### src/ccm_pkg.sv
// constants for the can control, length code and priority block
// assumes an apb master on pclk with 32-bit data
`default_nettype none
package ccm_pkg;
    // register byte offsets
    localparam logic [7:0] CTL_OFS   = 8'h00;
    localparam logic [7:0] INIT_OFS  = 8'h04;
    localparam logic [7:0] STAT_OFS  = 8'h08;
    localparam logic [7:0] IRQ_OFS   = 8'h0C;
    localparam logic [7:0] MASK_OFS  = 8'h10;
    localparam logic [7:0] LEN_OFS   = 8'h14;
    localparam logic [7:0] TXE_OFS   = 8'h18;
    localparam logic [7:0] PRIO_OFS  = 8'h20;
    localparam logic [7:0] FRAME_OFS = 8'h30;
    // control field positions
    localparam int MODULE_ON_BIT  = 7;
    localparam int CLK_SRC_BIT    = 6;
    localparam int SELF_LOOP_BIT  = 5;
    localparam int LISTEN_BIT     = 4;
    localparam int BUSOFF_SEL_BIT = 3;
    localparam int WAKE_FILT_BIT  = 2;
    // init register bits
    localparam int INIT_REQ_BIT   = 0;
    localparam int WAKE_ALLOW_BIT = 1;
    localparam int RECOVER_BIT    = 2;
    // irq bits
    localparam int IRQ_TX   = 0;
    localparam int IRQ_RX   = 1;
    localparam int IRQ_WAKE = 2;
    localparam int IRQ_BOFF = 3;
    localparam int IRQ_W    = 4;
    // reset value, data byte cap and dominant bus code
    localparam logic [7:0] CTL_RST  = 8'h00;
    localparam logic [3:0] LEN_MAX  = 4'h8;
    localparam logic [1:0] BUS_DOMINANT  = 2'h0;
    // wake filter minimum pulse
    localparam int WAKE_PULSE_MIN_NS = 2000;
    localparam int CLK_PERIOD_NS     = 4;
    localparam int WAKE_PULSE_CYC    =
        (WAKE_PULSE_MIN_NS + CLK_PERIOD_NS - 1) / CLK_PERIOD_NS;
    typedef enum logic [1:0] {ST_IDLE, ST_ARB, ST_SEND} ccm_tx_e;
endpackage
`default_nettype wire

### src/ccm_ctrl.sv
// control register, length code handling and transmit buffer priority
// assumes a bit engine outside that runs frames and reports ack/errors
`default_nettype none
module ccm_ctrl
    import ccm_pkg::*;
#(
    parameter int NBUF          = 3,
    parameter int WAKE_CYC      = WAKE_PULSE_CYC,
    parameter int ERR_W         = 8
) (
    // apb
    input  wire logic        pclk,
    input  wire logic        presetn,
    input  wire logic        psel,
    input  wire logic        penable,
    input  wire logic        pwrite,
    input  wire logic [7:0]  paddr,
    input  wire logic [31:0] pwdata,
    output logic [31:0]      prdata,
    output logic             pready,
    output logic             pslverr,
    // system
    input  wire logic        special_mode,
    output logic             irq,
    // bus pins
    input  wire logic        bus_receive_pin,
    output logic             bus_transmit_pin,
    // protocol engine side
    input  wire logic        eng_tx_bit,
    input  wire logic        eng_tx_busy,
    input  wire logic        eng_ack_slot,
    input  wire logic        eng_ack_bit,
    input  wire logic        eng_err_drive,
    input  wire logic        eng_tx_done,
    input  wire logic        eng_rx_done,
    input  wire logic        eng_rx_err,
    input  wire logic        eng_tx_err,
    input  wire logic        eng_busoff,
    input  wire logic        eng_busoff_done,
    input  wire logic        eng_init_ack,
    input  wire logic        eng_sof_next,
    input  wire logic        eng_remote,
    output logic             eng_rx_bit,
    output logic             eng_ack_ok,
    output logic             eng_start,
    output logic [1:0]       eng_buf_sel,
    output logic [3:0]       eng_data_bytes,
    output logic [3:0]       eng_len_code,
    output logic             eng_busoff_clear,
    output logic             clk_sel_bus,
    output logic             module_on,
    output logic             sleep_wake
);

    ////////////////////////////////////////////////////////////////
    logic [7:0]       ctl_r;
    logic             init_request_r;
    logic             wake_allow_r;
    logic             on_written_r;
    logic [IRQ_W-1:0] irq_r;
    logic [IRQ_W-1:0] mask_r;
    logic [NBUF-1:0]  tx_buffer_empty_flag_r;
    logic [7:0]       tx_buffer_local_priority_r [NBUF];
    logic [7:0]       frame_length_code_r [NBUF];
    logic [ERR_W-1:0] tx_err_cnt_r;
    logic [ERR_W-1:0] rx_err_cnt_r;
    logic             rx_s1_r;
    logic             rx_s2_r;
    logic             init_ack_r;
    logic [15:0]      wake_cnt_r;
    ccm_tx_e          tx_st_r;
    logic [1:0]       sel_r;

    logic wr;
    logic rd;
    logic init_mode;
    logic self_loop_test;
    logic listen_only;
    logic [IRQ_W-1:0] ev;

    assign wr             = psel && penable && pwrite;
    assign rd             = psel && penable && !pwrite;
    assign pready         = 1'b1;
    assign init_mode      = init_request_r && init_ack_r;
    assign self_loop_test = ctl_r[SELF_LOOP_BIT];
    assign listen_only    = ctl_r[LISTEN_BIT];
    assign module_on      = ctl_r[MODULE_ON_BIT];
    assign clk_sel_bus    = ctl_r[CLK_SRC_BIT];

    ////////////////////////////////////////////////////////////////
    // receive pin synchroniser
    always_ff @(posedge pclk or negedge presetn) begin
        if (!presetn) begin
            rx_s1_r <= 1'b1;
            rx_s2_r <= 1'b1;
        end else begin
            rx_s1_r <= bus_receive_pin;
            rx_s2_r <= rx_s1_r;
        end
    end

    always_ff @(posedge pclk or negedge presetn) begin
        if (!presetn) begin
            init_ack_r <= 1'b0;
        end else begin
            init_ack_r <= eng_init_ack;
        end
    end

    ////////////////////////////////////////////////////////////////
    // control register
    always_ff @(posedge pclk or negedge presetn) begin
        if (!presetn) begin
            ctl_r        <= CTL_RST;
            on_written_r <= 1'b0;
        end else if (wr && paddr == CTL_OFS && init_mode) begin
            ctl_r[6:0] <= pwdata[6:0];
            if (special_mode || !on_written_r) begin
                ctl_r[MODULE_ON_BIT] <= pwdata[MODULE_ON_BIT];
                on_written_r         <= 1'b1;
            end
        end
    end

    always_ff @(posedge pclk or negedge presetn) begin
        if (!presetn) begin
            init_request_r <= 1'b1;
            wake_allow_r   <= 1'b0;
        end else if (wr && paddr == INIT_OFS) begin
            init_request_r <= pwdata[INIT_REQ_BIT];
            wake_allow_r   <= pwdata[WAKE_ALLOW_BIT];
        end
    end

    ////////////////////////////////////////////////////////////////
    // buffers: empty flags, priorities, length codes
    genvar g;
    generate
        for (g = 0; g < NBUF; g++) begin : g_buf
            always_ff @(posedge pclk or negedge presetn) begin
                if (!presetn) begin
                    tx_buffer_empty_flag_r[g]     <= 1'b1;
                    tx_buffer_local_priority_r[g] <= 8'h00;
                    frame_length_code_r[g]        <= 8'h00;
                end else begin
                    // sent frame empties its buffer; done beats write
                    if (eng_tx_done && sel_r == 2'(g)) begin
                        tx_buffer_empty_flag_r[g] <= 1'b1;
                    end else if (wr && paddr == TXE_OFS
                                 && pwdata[g]) begin
                        tx_buffer_empty_flag_r[g] <= 1'b0;
                    end
                    if (wr && paddr == PRIO_OFS + 8'(4 * g)) begin
                        tx_buffer_local_priority_r[g] <= pwdata[7:0];
                    end
                    if (wr && paddr == FRAME_OFS + 8'(4 * g)) begin
                        frame_length_code_r[g] <= pwdata[7:0];
                    end
                end
            end
        end
    endgenerate

    ////////////////////////////////////////////////////////////////
    // priority selection, evaluated just before start of frame
    logic [1:0] best;
    logic       any_full;
    always_comb begin
        best     = 2'd0;
        any_full = 1'b0;
        for (int i = 0; i < NBUF; i++) begin
            if (!tx_buffer_empty_flag_r[i]) begin
                if (!any_full || tx_buffer_local_priority_r[i]
                        < tx_buffer_local_priority_r[best]) begin
                    best = 2'(i);
                end
                any_full = 1'b1;
            end
        end
    end

    always_ff @(posedge pclk or negedge presetn) begin
        if (!presetn) begin
            tx_st_r <= ST_IDLE;
            sel_r   <= 2'd0;
        end else begin
            case (tx_st_r)
                ST_IDLE: begin
                    if (any_full && module_on && !init_request_r
                            && !listen_only) begin
                        tx_st_r <= ST_ARB;
                    end
                end
                ST_ARB: begin
                    if (eng_sof_next) begin
                        sel_r   <= best;
                        tx_st_r <= (any_full && !listen_only)
                                   ? ST_SEND : ST_IDLE;
                    end
                end
                ST_SEND: begin
                    if (eng_tx_done || eng_tx_err) begin
                        tx_st_r <= ST_IDLE;
                    end
                end
                default: tx_st_r <= ST_IDLE;
            endcase
        end
    end

    logic [3:0] code;
    assign code = frame_length_code_r[sel_r][3:0];

    always_ff @(posedge pclk or negedge presetn) begin
        if (!presetn) begin
            eng_start      <= 1'b0;
            eng_buf_sel    <= 2'd0;
            eng_len_code   <= 4'h0;
            eng_data_bytes <= 4'h0;
        end else begin
            eng_start      <= (tx_st_r == ST_ARB) && eng_sof_next
                              && any_full && !listen_only;
            eng_buf_sel    <= sel_r;
            eng_len_code   <= code;
            if (eng_remote) begin
                eng_data_bytes <= 4'h0;
            end else if (code > LEN_MAX) begin
                eng_data_bytes <= LEN_MAX;
            end else begin
                eng_data_bytes <= code;
            end
        end
    end

    ////////////////////////////////////////////////////////////////
    // pin routing
    always_ff @(posedge pclk or negedge presetn) begin
        if (!presetn) begin
            bus_transmit_pin <= 1'b1;
            eng_rx_bit       <= 1'b1;
            eng_ack_ok       <= 1'b0;
        end else begin
            if (self_loop_test) begin
                bus_transmit_pin <= 1'b1;
                eng_rx_bit       <= eng_tx_bit;
                eng_ack_ok       <= eng_ack_slot;
            end else begin
                // listen-only never drives ack or error frames
                bus_transmit_pin <= listen_only ? 1'b1 :
                    (eng_tx_busy || eng_err_drive ? eng_tx_bit : 1'b1);
                eng_rx_bit       <= rx_s2_r;
                eng_ack_ok       <= eng_ack_slot && !eng_ack_bit;
            end
        end
    end

    ////////////////////////////////////////////////////////////////
    // error counters, frozen in listen-only
    always_ff @(posedge pclk or negedge presetn) begin
        if (!presetn) begin
            tx_err_cnt_r <= '0;
            rx_err_cnt_r <= '0;
        end else if (!listen_only) begin
            if (eng_tx_err && tx_err_cnt_r != '1) begin
                tx_err_cnt_r <= tx_err_cnt_r + 1'b1;
            end else if (eng_tx_done && tx_err_cnt_r != '0) begin
                tx_err_cnt_r <= tx_err_cnt_r - 1'b1;
            end
            if (eng_rx_err && rx_err_cnt_r != '1) begin
                rx_err_cnt_r <= rx_err_cnt_r + 1'b1;
            end else if (eng_rx_done && rx_err_cnt_r != '0) begin
                rx_err_cnt_r <= rx_err_cnt_r - 1'b1;
            end
        end
    end

    ////////////////////////////////////////////////////////////////
    // bus-off recovery
    always_ff @(posedge pclk or negedge presetn) begin
        if (!presetn) begin
            eng_busoff_clear <= 1'b0;
        end else begin
            eng_busoff_clear <= eng_busoff && (ctl_r[BUSOFF_SEL_BIT]
                ? (wr && paddr == INIT_OFS && pwdata[RECOVER_BIT])
                : eng_busoff_done);
        end
    end

    ////////////////////////////////////////////////////////////////
    // wake-up detection on the synchronised receive level
    logic wake_hit;
    always_ff @(posedge pclk or negedge presetn) begin
        if (!presetn) begin
            wake_cnt_r <= 16'h0000;
        end else if (rx_s2_r || !wake_allow_r) begin
            wake_cnt_r <= 16'h0000;
        end else if (wake_cnt_r != 16'hFFFF) begin
            wake_cnt_r <= wake_cnt_r + 16'h0001;
        end
    end
    // filtered mode waits out short glitches from the bus
    assign wake_hit = wake_allow_r && !rx_s2_r && (ctl_r[WAKE_FILT_BIT]
        ? (wake_cnt_r == 16'(WAKE_CYC - 1))
        : (wake_cnt_r == 16'h0000));
    assign sleep_wake = wake_hit;

    ////////////////////////////////////////////////////////////////
    // interrupts: set beats write-one-to-clear
    assign ev = {eng_busoff, wake_hit, eng_rx_done, eng_tx_done};
    always_ff @(posedge pclk or negedge presetn) begin
        if (!presetn) begin
            irq_r  <= '0;
            mask_r <= '0;
        end else begin
            if (wr && paddr == IRQ_OFS) begin
                irq_r <= (irq_r & ~pwdata[IRQ_W-1:0]) | ev;
            end else begin
                irq_r <= irq_r | ev;
            end
            if (wr && paddr == MASK_OFS) begin
                mask_r <= pwdata[IRQ_W-1:0];
            end
        end
    end
    assign irq = |(irq_r & mask_r);

    ////////////////////////////////////////////////////////////////
    // read mux and unmapped-address error
    logic        hit;
    logic [31:0] rdat;
    always_comb begin
        hit  = 1'b1;
        rdat = 32'h0000_0000;
        case (paddr)
            CTL_OFS:  rdat = {24'h00_0000, ctl_r};
            INIT_OFS: rdat = {29'h0, 1'b0, wake_allow_r, init_request_r};
            STAT_OFS: rdat = {8'h00, rx_err_cnt_r, tx_err_cnt_r,
                              6'h00, eng_busoff, init_ack_r};
            IRQ_OFS:  rdat = {28'h000_0000, irq_r};
            MASK_OFS: rdat = {28'h000_0000, mask_r};
            LEN_OFS:  rdat = {28'h000_0000, eng_data_bytes};
            TXE_OFS:  rdat = {{(32-NBUF){1'b0}}, tx_buffer_empty_flag_r};
            default: begin
                hit = 1'b0;
                for (int i = 0; i < NBUF; i++) begin
                    if (paddr == PRIO_OFS + 8'(4 * i)) begin
                        hit  = 1'b1;
                        rdat = {24'h00_0000,
                                tx_buffer_local_priority_r[i]};
                    end
                    if (paddr == FRAME_OFS + 8'(4 * i)) begin
                        hit  = 1'b1;
                        rdat = {24'h00_0000, frame_length_code_r[i]};
                    end
                end
            end
        endcase
    end
    assign pslverr = psel && penable && !hit;

    always_ff @(posedge pclk or negedge presetn) begin
        if (!presetn) begin
            prdata <= 32'h0000_0000;
        end else if (psel && !penable && !pwrite) begin
            prdata <= rdat;
        end
    end

endmodule
`default_nettype wire

### config.mk
export PLATFORM = sky130hd
export DESIGN_NAME = ccm_ctrl
export DESIGN_NICKNAME = d
export VERILOG_FILES = /design/src/ccm_pkg.sv /design/src/ccm_ctrl.sv
export SDC_FILE = /design/constraint.sdc
export NUM_CORES = 1
export LEC_CHECK = 0
export BUFFER_PORTS_ARGS = -buffer_cell sky130_fd_sc_hd__buf_2
export CAP_MARGIN = 15
export CORE_AREA = 8 8 131 133
export CTS_CLUSTER_SIZE = 24
export DETAILED_ROUTE_END_ITERATION = 16
export DIE_AREA = 0 0 139 141
export HOLD_SLACK_MARGIN = 0.02
export PLACE_DENSITY = 0.79
export SYNTH_ARGS = -nofsm -noshare
export SYNTH_HDL_FRONTEND = slang
export SYNTH_SLANG_ARGS = --single-unit
### constraint.sdc
create_clock -name pclk -period 3.5 [get_ports pclk]
set_input_delay 0.7 -clock pclk [delete_from_list [all_inputs] [get_ports pclk]]
set_output_delay 0.7 -clock pclk [all_outputs]
set_load 0.01 [all_outputs]
==> results by group, run 1 <==
Status
  • Outcome: finished clean

Synth
  • Unique cell type count in the Yosys netlist: 76
  • Post-Synthesis Cells: 722
  • Dominant cells by area after synthesis: dfrtp_1 44%, mux2_2 10%, ha_1 4.4%
  • Synthesis-stage register bit count: between 100 and 150
  • Post-synthesis sequential area ratio: 46.7%
  • Post-synthesis cell area: approximately 7900 um^2
  • Yosys top cell area share: ~44%
  • Synth Warn #: 0
  • Area leader, netlist: dfrtp_1
  • Number of synthesized flops with an enable pin: 0
  • Syn_area_per_cell: 11.0 um^2
  • FFs w/ async S/R, synth: 100%
  • Primary FF master, synth: dfrtp_1

Finish
  • Commonest non-fill, non-tap cell in the layout: dfrtp_1
  • Commonest non-fill, non-tap cells in the layout: 140 x dfrtp_1, 79 x buf_2, 72 x mux2_2, 41 x nor2_1, 39 x a21oi_1
  • Layout cell share with drive strength beyond 1: around 28%
  • Fin area: 9150 um^2
  • NumNets Final: 893
  • Syn-to-layout area delta: 15.2%
  • Antenna cell count: 0

CTS
  • Number of setup buffers added after CTS: 0
  • CTS tree: yes
  • Reg clk slew, reported paths: around 0.06 ns
  • Post-cts resize count: 0
  • Clock Path Buffers: 2
  • Clock tree root buffer cell: clkbuf_16
  • Clock latency on the worst-skew pair: 0.43 ns
  • Clock sink total: about 150
  • H-Tree Depth: 4
  • Total CTS buffers: 17
  • Cts hold-fix bufs: 0

Place
  • Routability cong.: between 0.9 and 1
  • Post-DP HPWL: 14,400 um
  • Post-place instance area: 8510 um^2
  • I/O Buffers: 80

Route
  • Total number of vias: 6,129
  • # DRC: 0
  • Wire per inst: between 15 and 20 um
  • Iter 0 DRT Violations: ~440
  • Final wirelength: 19,800 um
  • Vias per cell: ~6.1
  • Post-DRT Antenna Nets: 0
  • Drt first pass iters: 4

Worst setup path
  • Worst setup path start: tx_buffer_local_priority_r[10]
  • Data required, critical path: 3.82 ns
  • Startpoint Class: flip-flop
  • CP Class: flip-flop to flip-flop
  • Critical path fanouts, max: 9
  • R2R cell count: 12
  • R2r startpoint: tx_buffer_local_priority_r[10]
  • CP endpoint kind: flip-flop
  • CP Data Arrival Time: between 3 and 4 ns

Timing
  • Post-route minimum period: 3.11 ns
  • Hold Violations, Final: 0
  • Highest clock rate: around 0.32 GHz
  • Relative slew slack: approximately 27%
  • Final TNS setup: 0 ns
  • Setup violators final: 0
  • Final slew viol count: 0
  • RSZ-0062 raised after global routing: no
  • Period utilization: 88.8%
  • Clk_skew: between 0.009 and 0.01 ns
  • Slew @ Worst Pin: 1.08 ns

Floorplanning
  • Io pins: 114
  • # rows: 45
  • CORE AREA: approximately 15,000 um^2
  • Die width: between 100 and 150 um
  • Initial Util: a little over half
  • Chip height: between 100 and 150 um
  • Die ar.: between 15,000 and 20,000 um^2

Power
  • Clk network pwr share: around two fifths
  • Total power: a little under 5 mW
  • Cell area power density: between 500 and 600 nW/um^2
  • Sw Share: 28.8%
  • Gate power share: around a fifth
  • Pleak: 4.25 nW
  • Worst VDD drop: between 500 and 600 uV
  • Sw power: between 1 and 1.5 mW
  • Internal cell power: 3.52 mW
  • Sequential power share: approximately 41%

Global route
  • Initial antenna violation count: 1
  • Largest net degree at the start of global routing: slightly above 80
  • First-pass GRT wire length: 32,200 um
  • Grt ovf: 0
  • Number of global-route vias before repair: 6,116
  • GRT Util Overall: between 20% and 30%

Flow run
  • Max-cap violation count: 0

Min path
  • Hold/Removal Path Class: primary input to async pin
[layout make-up]
cell class                      count  area, um^2
Clock buffer                       17         425
Clock inverter                     15         216
Fill cell                        1235        5820
Inverter                           21        78.8
Multi-Input combinational cell    519        3960
Sequential cell                   148        3710
Tap cell                          188         235
Timing Repair Buffer               95         519
[cells in the mapped netlist, drive strengths merged, types with 7 or more instances]
library cell,number
nand2,37
a21oi,39
buf,20
dfstp,8
a31oi,8
inv,21
ha,28
nor2,43
nor3,18
a22o,19
clkbuf,21
or4,8
o22ai,8
mux2,73
nor3b,7
o21ai,27
mux2i,24
dfrtp,140
xnor2,15
and2,8
nand4,11
nand3,12
nand3b,8
nor2b,9
o211ai,9
nand2b,7
[stage by stage]
step / instances / util (%) / worst slack (ns) / hold WS, ns
finish: 1003 / 61.1 / 0.391 / 0.302
global route: 1003 / 61.1 / 0.165 / 0.350
CTS: 1003 / 61.1 / 0.412 / 0.331
detailed placement: 971 / 56.8 / 0.443 / 0.348
global placement: 971 / 56.8 / 0.521 / 0.352
floorplan: 729 / - / 0.739 / 0.345
[critical path, cell delays in order, from the launching register on]
cell and delay (ns):
dfrtp_1 0.41, ha_1 0.33, a211oi_1 0.19, o21ai_0 0.15, a211oi_2 0.19, buf_4 0.23, mux2i_1 0.21, ha_1 0.28
a21oi_1 0.14, o21ai_0 0.20, o21ai_0 0.34, o21ai_0 0.14, a22o_1 0.18
[state kept, by name (all words and copies together), names as in the netlist, 2 cells and up]
| register | flops |
|---|---|
| eng_len_code | 4 |
| tx_buffer_empty_flag_r | 3 |
| prdata | 24 |
| eng_data_bytes | 4 |
| tx_buffer_local_priority_r | 24 |
| frame_length_code_r | 24 |
| eng_buf_sel | 2 |
| wake_cnt_r | 16 |
| rx_err_cnt_r | 8 |
| sel_r | 2 |
| ctl_r | 8 |
| irq_r | 4 |
| mask_r | 4 |
| tx_err_cnt_r | 8 |
| tx_st_r | 2 |
[power by group through the flow]
stage | sequential [mW] | clock, mW | combinational, mW
2_1_floorplan | 2.00 | 0 | 0.722
3_3_place_gp | 2.04 | 0 | 0.905
3_5_place_dp | 2.05 | 0 | 0.935
4_1_cts | 2.02 | 2.01 | 0.945
5_1_grt | 2.05 | 2.09 | 1.06
6_report | 2.02 | 1.98 | 0.942
[cells by family after synthesis]
kind of cell	share of synthesized area (%)
compound gates	13.7
other cells	0.0945
mux	14.0
simple gates	14.6
flops	46.7
xor+xnor	2.21
buf+inv	3.75
fa+ha+maj	4.91
[path summary, 6_finish.rpt]
path,endpoint,slack [ns]
max,sel_r[0],0.39
min,sel_r[0],0.30
max reg2reg,sel_r[0],0.39
min reg2reg,rx_s2_r,0.36
max in group asynchronous,bus_transmit_pin,2.39
min in group pclk,rx_s2_r,0.36
[routing by layer]
layer	routed length [um]	global-route usage [%]
met1	8450	25.1
met2	9750	34.5
met3	1100	5.10
met4	523	8.61
met5	10	0
No activity file was read; power rests on OpenSTA's default activity.
==> run 2: changes to the inputs <==
==> config.mk (replaced) <==
export PLATFORM = sky130hd
export DESIGN_NAME = ccm_ctrl
export DESIGN_NICKNAME = d
export VERILOG_FILES = /design/src/ccm_pkg.sv /design/src/ccm_ctrl.sv
export SDC_FILE = /design/constraint.sdc
export NUM_CORES = 1
export LEC_CHECK = 0
export ABC_AREA = 1
export BUFFER_PORTS_ARGS = -buffer_cell sky130_fd_sc_hd__buf_2
export CAP_MARGIN = 15
export CORE_AREA = 8 8 127 129
export CTS_CLUSTER_SIZE = 12
export DETAILED_ROUTE_END_ITERATION = 16
export DIE_AREA = 0 0 135 137
export HOLD_SLACK_MARGIN = 0.02
export PLACE_DENSITY = 0.8
export SYNTH_ARGS = -nofsm -noshare
export SYNTH_HDL_FRONTEND = slang
export SYNTH_SLANG_ARGS = --single-unit
==> run 2 against run 1 <==
Via count increased by 4.0%. Combinational power grew 1%. Flip-flop and latch count is the same. Total power increased by 0.35%. Die area fell by 5.6%. Utilization up 0.41 points. Register-to-register slack better by 0.07 ns. Critical endpoint is now tx_err_cnt_r[7]. Largest cell class is now registers.
==> results by group, run 2 <==
Power
  • Total power: 4.96 mW
  • Cell area power density: 568 nW/um^2
  • Internal cell power: roughly 3.5 mW
  • Sw Share: ~30%
  • Pleak: approximately 4.4 nW
  • Sw power: 1.45 mW
  • Clk network pwr share: 40.3%
  • Worst VDD drop: ~480 uV
  • Gate power share: 19.2%
  • Sequential power share: a little over 40%

Timing
  • Post-route setup slack: 0.465 ns
  • Highest clock rate: about 0.33 GHz
  • Hold_ws: slightly above 0.3 ns
  • Post-route minimum period: a little over 3 ns
  • Slew @ Worst Pin: 0.766 ns
  • Hold Violations, Final: 0
  • Final slew viol count: 0
  • Clk_skew: 0.0100 ns
  • Final TNS setup: 0 ns
  • Relative slew slack: approximately 50%
  • RSZ-0062 raised after global routing: no
  • Setup violators final: 0
  • Period utilization: between 80% and 90%

Worst setup path
  • CP bufs+invs: 0
  • Reg2Reg Setup Slack: roughly 0.47 ns
  • Worst setup path start: tx_err_cnt_r[6]
  • R2r startpoint: tx_err_cnt_r[6]
  • Crit path max-delay family: compound AO/OA/AOI/OAI gates
  • CP cell instances: nand4_1, o21ai_1, ha_1, a21oi_1, nand2_1, nand2_1, nand2_1, a21oi_1, nor2_1, o21ai_0, nand2_1, o21ai_0, a21oi_1, xor2_1
  • RR Endpoint: tx_err_cnt_r[7]
  • Critical path fanouts, max: 10
  • CP endpoint kind: flip-flop
  • Data required, critical path: ~3.8 ns
  • CP Data Arrival Time: 3.34 ns
  • CP peak stage delay: between 0.6 and 0.7 ns
  • Crit-path slowest cell: o21ai_1
  • Startpoint Class: flip-flop
  • R2R cell count: 14
  • CP most frequent cell: nand2_1
  • CP Class: flip-flop to flip-flop

Global route
  • First-pass GRT wire length: 31,300 um
  • GRT Util Overall: ~21%
  • Largest net degree at the start of global routing: between 70 and 80
  • Number of global-route vias before repair: around 6,300
  • Initial antenna violation count: 1
  • Grt ovf: 0

Synth
  • Post-synthesis adder-cell area fraction: about 5.2%
  • FFs w/ async S/R, synth: 100%
  • Post-synthesis sequential area ratio: between 40 and 50%
  • Post-synthesis mux area share: 0%
  • Synth Warn #: 0
  • Primary FF master, synth: dfrtp_1
  • Synth Area in Compound Gates: 15.7%
  • Synth top cells by count: 210 x nand2_1, 140 x dfrtp_1, 126 x o21ai_0, 113 x inv_1, 42 x nor2_1
  • Count leader, synth: nand2_1
  • Syn_area_per_cell: about 8.5 um^2
  • Post-Synthesis Cells: 885
  • Main combinational cell family by area after synthesis: simple AND/OR/NAND/NOR gates
  • Post-synthesis cell area: roughly 7500 um^2
  • Area leader, netlist: dfrtp_1
  • Post-Synth Simple-Gate Area: 20.8%
  • Dominant cells by area after synthesis: dfrtp_1 47%, nand2_1 11%, o21ai_0 8.4%
  • Synthesis-stage register bit count: between 100 and 150
  • Unique cell type count in the Yosys netlist: 48
  • Post-Synth XOR/XNOR Area: 0.935%
  • Yosys top cell area share: ~47%
  • Number of synthesized flops with an enable pin: 0

Status
  • Outcome: finished clean

CTS
  • Number of setup buffers added after CTS: 0
  • Cts hold-fix bufs: 0
  • Clock tree root buffer cell: clkbuf_16
  • H-Tree Depth: 4
  • Reg clk slew, reported paths: 0.06 ns
  • Post-cts resize count: 0
  • Clock latency on the worst-skew pair: ~0.43 ns
  • Total CTS buffers: 17
  • CTS tree: yes
  • Clock sink total: 148
  • Clock Path Buffers: 2

Place
  • Pre-CTS setup slack: 0.451 ns
  • Post-place instance area: approximately 8100 um^2
  • I/O Buffers: 80
  • Placed insts: 1,138
  • Post-DP HPWL: around 14,000 um
  • Routability cong.: roughly 0.90

Finish
  • Syn-to-layout area delta: 16.6%
  • Fin area: just under 9000 um^2
  • Post-Layout Cell Count: about 1,200
  • Commonest non-fill, non-tap cell in the layout: nand2_1
  • Layout cell share with drive strength beyond 1: about 17%
  • Largest regs: frame_length_code_r: 24 flops, prdata: 24 flops, tx_buffer_local_priority_r: 24 flops
  • Fill cells: ~1,200
  • Commonest non-fill, non-tap cells in the layout: 210 x nand2_1, 140 x dfrtp_1, 126 x o21ai_0, 113 x inv_1, 79 x buf_2
  • Fin util: between 60% and 70%
  • NumNets Final: between 1,000 and 1,500

Route
  • Post-DRT Antenna Nets: 0
  • Vias per cell: 5.44
  • Iter 0 DRT Violations: approximately 590
  • Total number of vias: between 6,000 and 7,000
  • # DRC: 0
  • Final wirelength: between 15,000 and 20,000 um
  • Drt first pass iters: 5
  • Wire per inst: around 16 um

Floorplanning
  • Initial Util: 52.8%
  • Die ar.: about 18,000 um^2
  • Chip height: around 140 um
  • # rows: 44
  • Io pins: 114
  • CORE AREA: 14,200 um^2
  • Die width: approximately 140 um

Min path
  • Hold/Removal Path Class: primary input to async pin

Flow run
  • Max-cap violation count: 0
[run 2: cell types whose count changed after synthesis, moves of 13 or more]
cell / previous run / this run
inv_1: 21 / 113
a22o_1: 19 / 0
mux2i_1: 24 / 0
o21ai_0: 26 / 126
nand2_1: 36 / 210
mux2_2: 72 / 0
xnor2_1: 15 / 2
o21ai_1: 0 / 14
[run 2: layer usage]
metal,vias up,routed length (um),GRT usage (%)
met3,33,1270,4.99
met2,233,9050,34.0
met5,-,0,0
met1,2990,8200,28.0
met4,0,437,8.33
li1,3116,-,-
[run 2: kinds of logic after synthesis]
family                     count (synthesis)
buffers and inverters                    143
adders and majority gates                 30
and+or+nand+nor                          341
other                                      2
xor gates and xnor gates                   8
AOI/OAI and AO/OA                        213
DFF                                      148
[run 2: layout make-up]
cell class	count	area [um^2]	share of cell area (%)
Sequential cell	148	3710	42.5
Multi-Input combinational cell	601	3240	37.1
Inverter	121	454	5.20
Timing Repair Buffer	84	449	5.14
Clock buffer	20	447	5.11
Tap cell	184	230	2.63
Clock inverter	12	203	2.32
Antenna cell	1	2.50	0.0286
[run 2: how the worst max path moves through the flow]
stage | end | slack (ns) | depth (start not counted)
6_report | tx_err_cnt_r[7] | 0.47 | 14
5_1_grt | tx_err_cnt_r[7] | 0.18 | 14
4_1_cts | tx_err_cnt_r[7] | 0.50 | 14
3_5_place_dp | tx_err_cnt_r[7] | 0.45 | 14
3_3_place_gp | tx_err_cnt_r[7] | 0.59 | 14
2_1_floorplan | rx_err_cnt_r[7] | 0.93 | 13
[run 2: worst reg2reg max path, stage by stage, from the launching register on]
cell and delay [ns]:
dfrtp_1 0.40, nand4_1 0.13, o21ai_1 0.64, ha_1 0.42, a21oi_1 0.17, nand2_1 0.08
nand2_1 0.08, nand2_1 0.06, a21oi_1 0.20, nor2_1 0.08, o21ai_0 0.17, nand2_1 0.10
o21ai_0 0.15, a21oi_1 0.07, xor2_1 0.18
[run 2: power by group through the flow]
stage	logic (mW)	registers, mW	clock network, mW
after floorplan	0.675	2.01	0
after global placement	0.898	2.03	0
after detailed placement	0.946	2.03	0
after global routing	1.11	2.03	2.10
final	0.953	2.01	2.00
after CTS	0.957	2.01	2.02
==> run 3: changes to the inputs <==
--- a/config.mk
+++ b/config.mk
@@ -8,12 +8,14 @@
 export ABC_AREA = 1
 export BUFFER_PORTS_ARGS = -buffer_cell sky130_fd_sc_hd__buf_2
 export CAP_MARGIN = 15
-export CORE_AREA = 8 8 127 129
+export CELL_PAD_IN_SITES_DETAIL_PLACEMENT = 1
+export CELL_PAD_IN_SITES_GLOBAL_PLACEMENT = 1
+export CORE_AREA = 8 8 142 144
 export CTS_CLUSTER_SIZE = 12
 export DETAILED_ROUTE_END_ITERATION = 16
-export DIE_AREA = 0 0 135 137
+export DIE_AREA = 0 0 150 152
 export HOLD_SLACK_MARGIN = 0.02
-export PLACE_DENSITY = 0.8
+export PLACE_DENSITY = 0.83
 export SYNTH_ARGS = -nofsm -noshare
 export SYNTH_HDL_FRONTEND = slang
 export SYNTH_SLANG_ARGS = --single-unit
==> run 3 against run 2 <==
Total power fell by 1.0%. Sequential share of layout area decreased by 0.085 points. Critical path depth did not move. Register-to-register slack better by 0.04 ns. Maximum frequency rose by 1.3%. Worst hold slack got worse by 0.031 ns. Via count grew 2.9%. Global-route usage down 0.78 points. Critical path type unchanged. Flip-flop and latch count stayed put. First-iteration DRC count down 33%. Setup slack improved by 0.038 ns.
==> results by group, run 3 (synthesis gave the netlist of run 2 again) <==
Place
  • I/O Buffers: 80
  • Placed insts: about 1,200
  • Post-DP HPWL: between 15,000 and 20,000 um
  • Routability cong.: between 0.8 and 0.9

Finish
  • Fill cells: approximately 2,200
  • Largest regs: frame_length_code_r: 24 flops, prdata: 24 flops, tx_buffer_local_priority_r: 24 flops
  • Post-Layout Cell Count: 1,218
  • Fin util: roughly 50%
  • Commonest non-fill, non-tap cell in the layout: nand2_1
  • Syn-to-layout area delta: 16.8%
  • Commonest non-fill, non-tap cells in the layout: 210 x nand2_1, 140 x dfrtp_1, 126 x o21ai_0, 113 x inv_1, 79 x buf_2
  • Layout cell share with drive strength beyond 1: between 10% and 20%
  • NumNets Final: 1,065

Route
  • Drt first pass iters: 5
  • # DRC: 0
  • Vias per cell: around 5.4
  • Iter 0 DRT Violations: between 300 and 400
  • Final wirelength: ~23,000 um
  • Total number of vias: 6,554
  • Post-DRT Antenna Nets: 0
  • Wire per inst: roughly 18 um

CTS
  • Clock latency on the worst-skew pair: between 0.4 and 0.5 ns
  • Post-cts resize count: 0
  • Clock sink total: around 150
  • CTS tree: yes
  • Clock tree root buffer cell: clkbuf_16
  • Reg clk slew, reported paths: ~0.06 ns
  • H-Tree Depth: 4
  • Cts hold-fix bufs: 0
  • Total CTS buffers: 17
  • Clock Path Buffers: 2
  • Number of setup buffers added after CTS: 0

Worst setup path
  • Startpoint Class: flip-flop
  • Crit path max-delay family: compound AO/OA/AOI/OAI gates
  • CP Data Arrival Time: around 3.3 ns
  • WP depth: 14
  • CP most frequent cell: nand2_1
  • Data required, critical path: about 3.8 ns
  • Critical path fanouts, max: 10
  • CP bufs+invs: 0
  • CP cell instances: nand4_1, o21ai_1, ha_1, a21oi_1, nand2_1, nand2_1, nand2_1, a21oi_1, nor2_1, o21ai_0, nand2_1, o21ai_0, a21oi_1, xor2_1
  • CP endpoint kind: flip-flop
  • CP Class: flip-flop to flip-flop
  • CP peak stage delay: 0.64 ns
  • Crit-path slowest cell: o21ai_1
  • R2R cell count: 14

Timing
  • Final TNS setup: 0 ns
  • Hold Violations, Final: 0
  • Final slew viol count: 0
  • Post-route minimum period: 3.00 ns
  • Slew @ Worst Pin: between 0.8 and 0.9 ns
  • Clk_skew: about 0.0064 ns
  • Setup violators final: 0
  • RSZ-0062 raised after global routing: no
  • Highest clock rate: around 0.33 GHz
  • Relative slew slack: about 46%
  • Period utilization: between 80 and 90%

Power
  • Pleak: about 4.4 nW
  • Cell area power density: between 500 and 600 nW/um^2
  • Worst VDD drop: between 300 and 400 uV
  • Total power: roughly 4.9 mW

Floorplanning
  • Initial Util: a little over two fifths
  • Die ar.: 22,800 um^2
  • # rows: 49
  • CORE AREA: approximately 18,000 um^2
  • Chip height: between 150 and 200 um
  • Die width: around 150 um
  • Io pins: 114

Global route
  • Largest net degree at the start of global routing: 70
  • First-pass GRT wire length: ~38,000 um
  • Number of global-route vias before repair: 7,129
  • Grt ovf: 0
  • Initial antenna violation count: 3
  • GRT Util Overall: between 20% and 30%

Flow run
  • Max-cap violation count: 0

Status
  • Outcome: finished clean

Min path
  • Hold/Removal Path Class: primary input to async pin
-- run 3: changes by cell type in the layout (fill, tap and decap cells not counted), sizes merged --
cell	previous run	this run
buf	84	85
bufinv	5	3
clkbuf	20	23
clkinv	2	4
clkinvlp	4	2
diode	1	2
inv	122	121
-- run 3: worst register-to-register path, cell delays in order, from the launching register on --
cell and delay [ns]:
dfrtp_1 0.41, nand4_1 0.13, o21ai_1 0.64, ha_1 0.42, a21oi_1 0.16, nand2_1 0.07
nand2_1 0.08, nand2_1 0.05, a21oi_1 0.18, nor2_1 0.08, o21ai_0 0.15, nand2_1 0.09
o21ai_0 0.15, a21oi_1 0.08, xor2_1 0.19
-- run 3: worst paths after layout --
| path | end | start | slack, ns |
|---|---|---|---|
| setup / recovery | tx_err_cnt_r[7] | tx_err_cnt_r[6] | 0.50 |
| hold / removal | tx_buffer_local_priority_r[22] | presetn | 0.28 |
| setup reg to reg | tx_err_cnt_r[7] | tx_err_cnt_r[6] | 0.50 |
| hold reg to reg | rx_s2_r | rx_s1_r | 0.36 |
| max in group asynchronous | init_request_r | presetn | 2.33 |
| min in group pclk | rx_s2_r | rx_s1_r | 0.36 |
-- run 3: per-stage QoR --
| step | cell area (um^2) | hold slack [ns] | worst slack (ns) |
|---|---|---|---|
| 2_1_floorplan | 7520 | 0.345 | 0.928 |
| 3_3_place_gp | 8140 | 0.347 | 0.550 |
| 3_5_place_dp | 8140 | 0.355 | 0.431 |
| 6_report | 8760 | 0.276 | 0.503 |
| 5_1_grt | 8760 | 0.319 | 0.0274 |
| 4_1_cts | 8750 | 0.291 | 0.484 |
-- run 3: area by class of cell --
type | count | area, um^2 | share of cell area (%)
timing repair buffer | 85 | 444 | 5.07
inverter | 121 | 454 | 5.19
clock buffer | 23 | 488 | 5.57
sequential | 148 | 3710 | 42.4
multi-input combinational | 601 | 3240 | 37.0
tap | 229 | 287 | 3.27
antenna | 2 | 5.00 | 0.0572
clock inverter | 9 | 125 | 1.43
-- run 3: power by group --
| group | total [mW] | internal [mW] | switching [mW] |
|---|---|---|---|
| combinational | 0.981 | 0.363 | 0.618 |
| clock | 1.92 | 1.19 | 0.723 |
| sequential | 2.02 | 1.87 | 0.152 |
| total | 4.91 | 3.42 | 1.49 |
-- run 3: per-layer routing --
metal  GRT usage (%)  up-vias  wire length, um
li1                -     3111                -
met1            25.6     3287             9830
met2            34.8      120            11400
met3            3.95       34              845
met4            7.76        2              439
met5               0        -                9
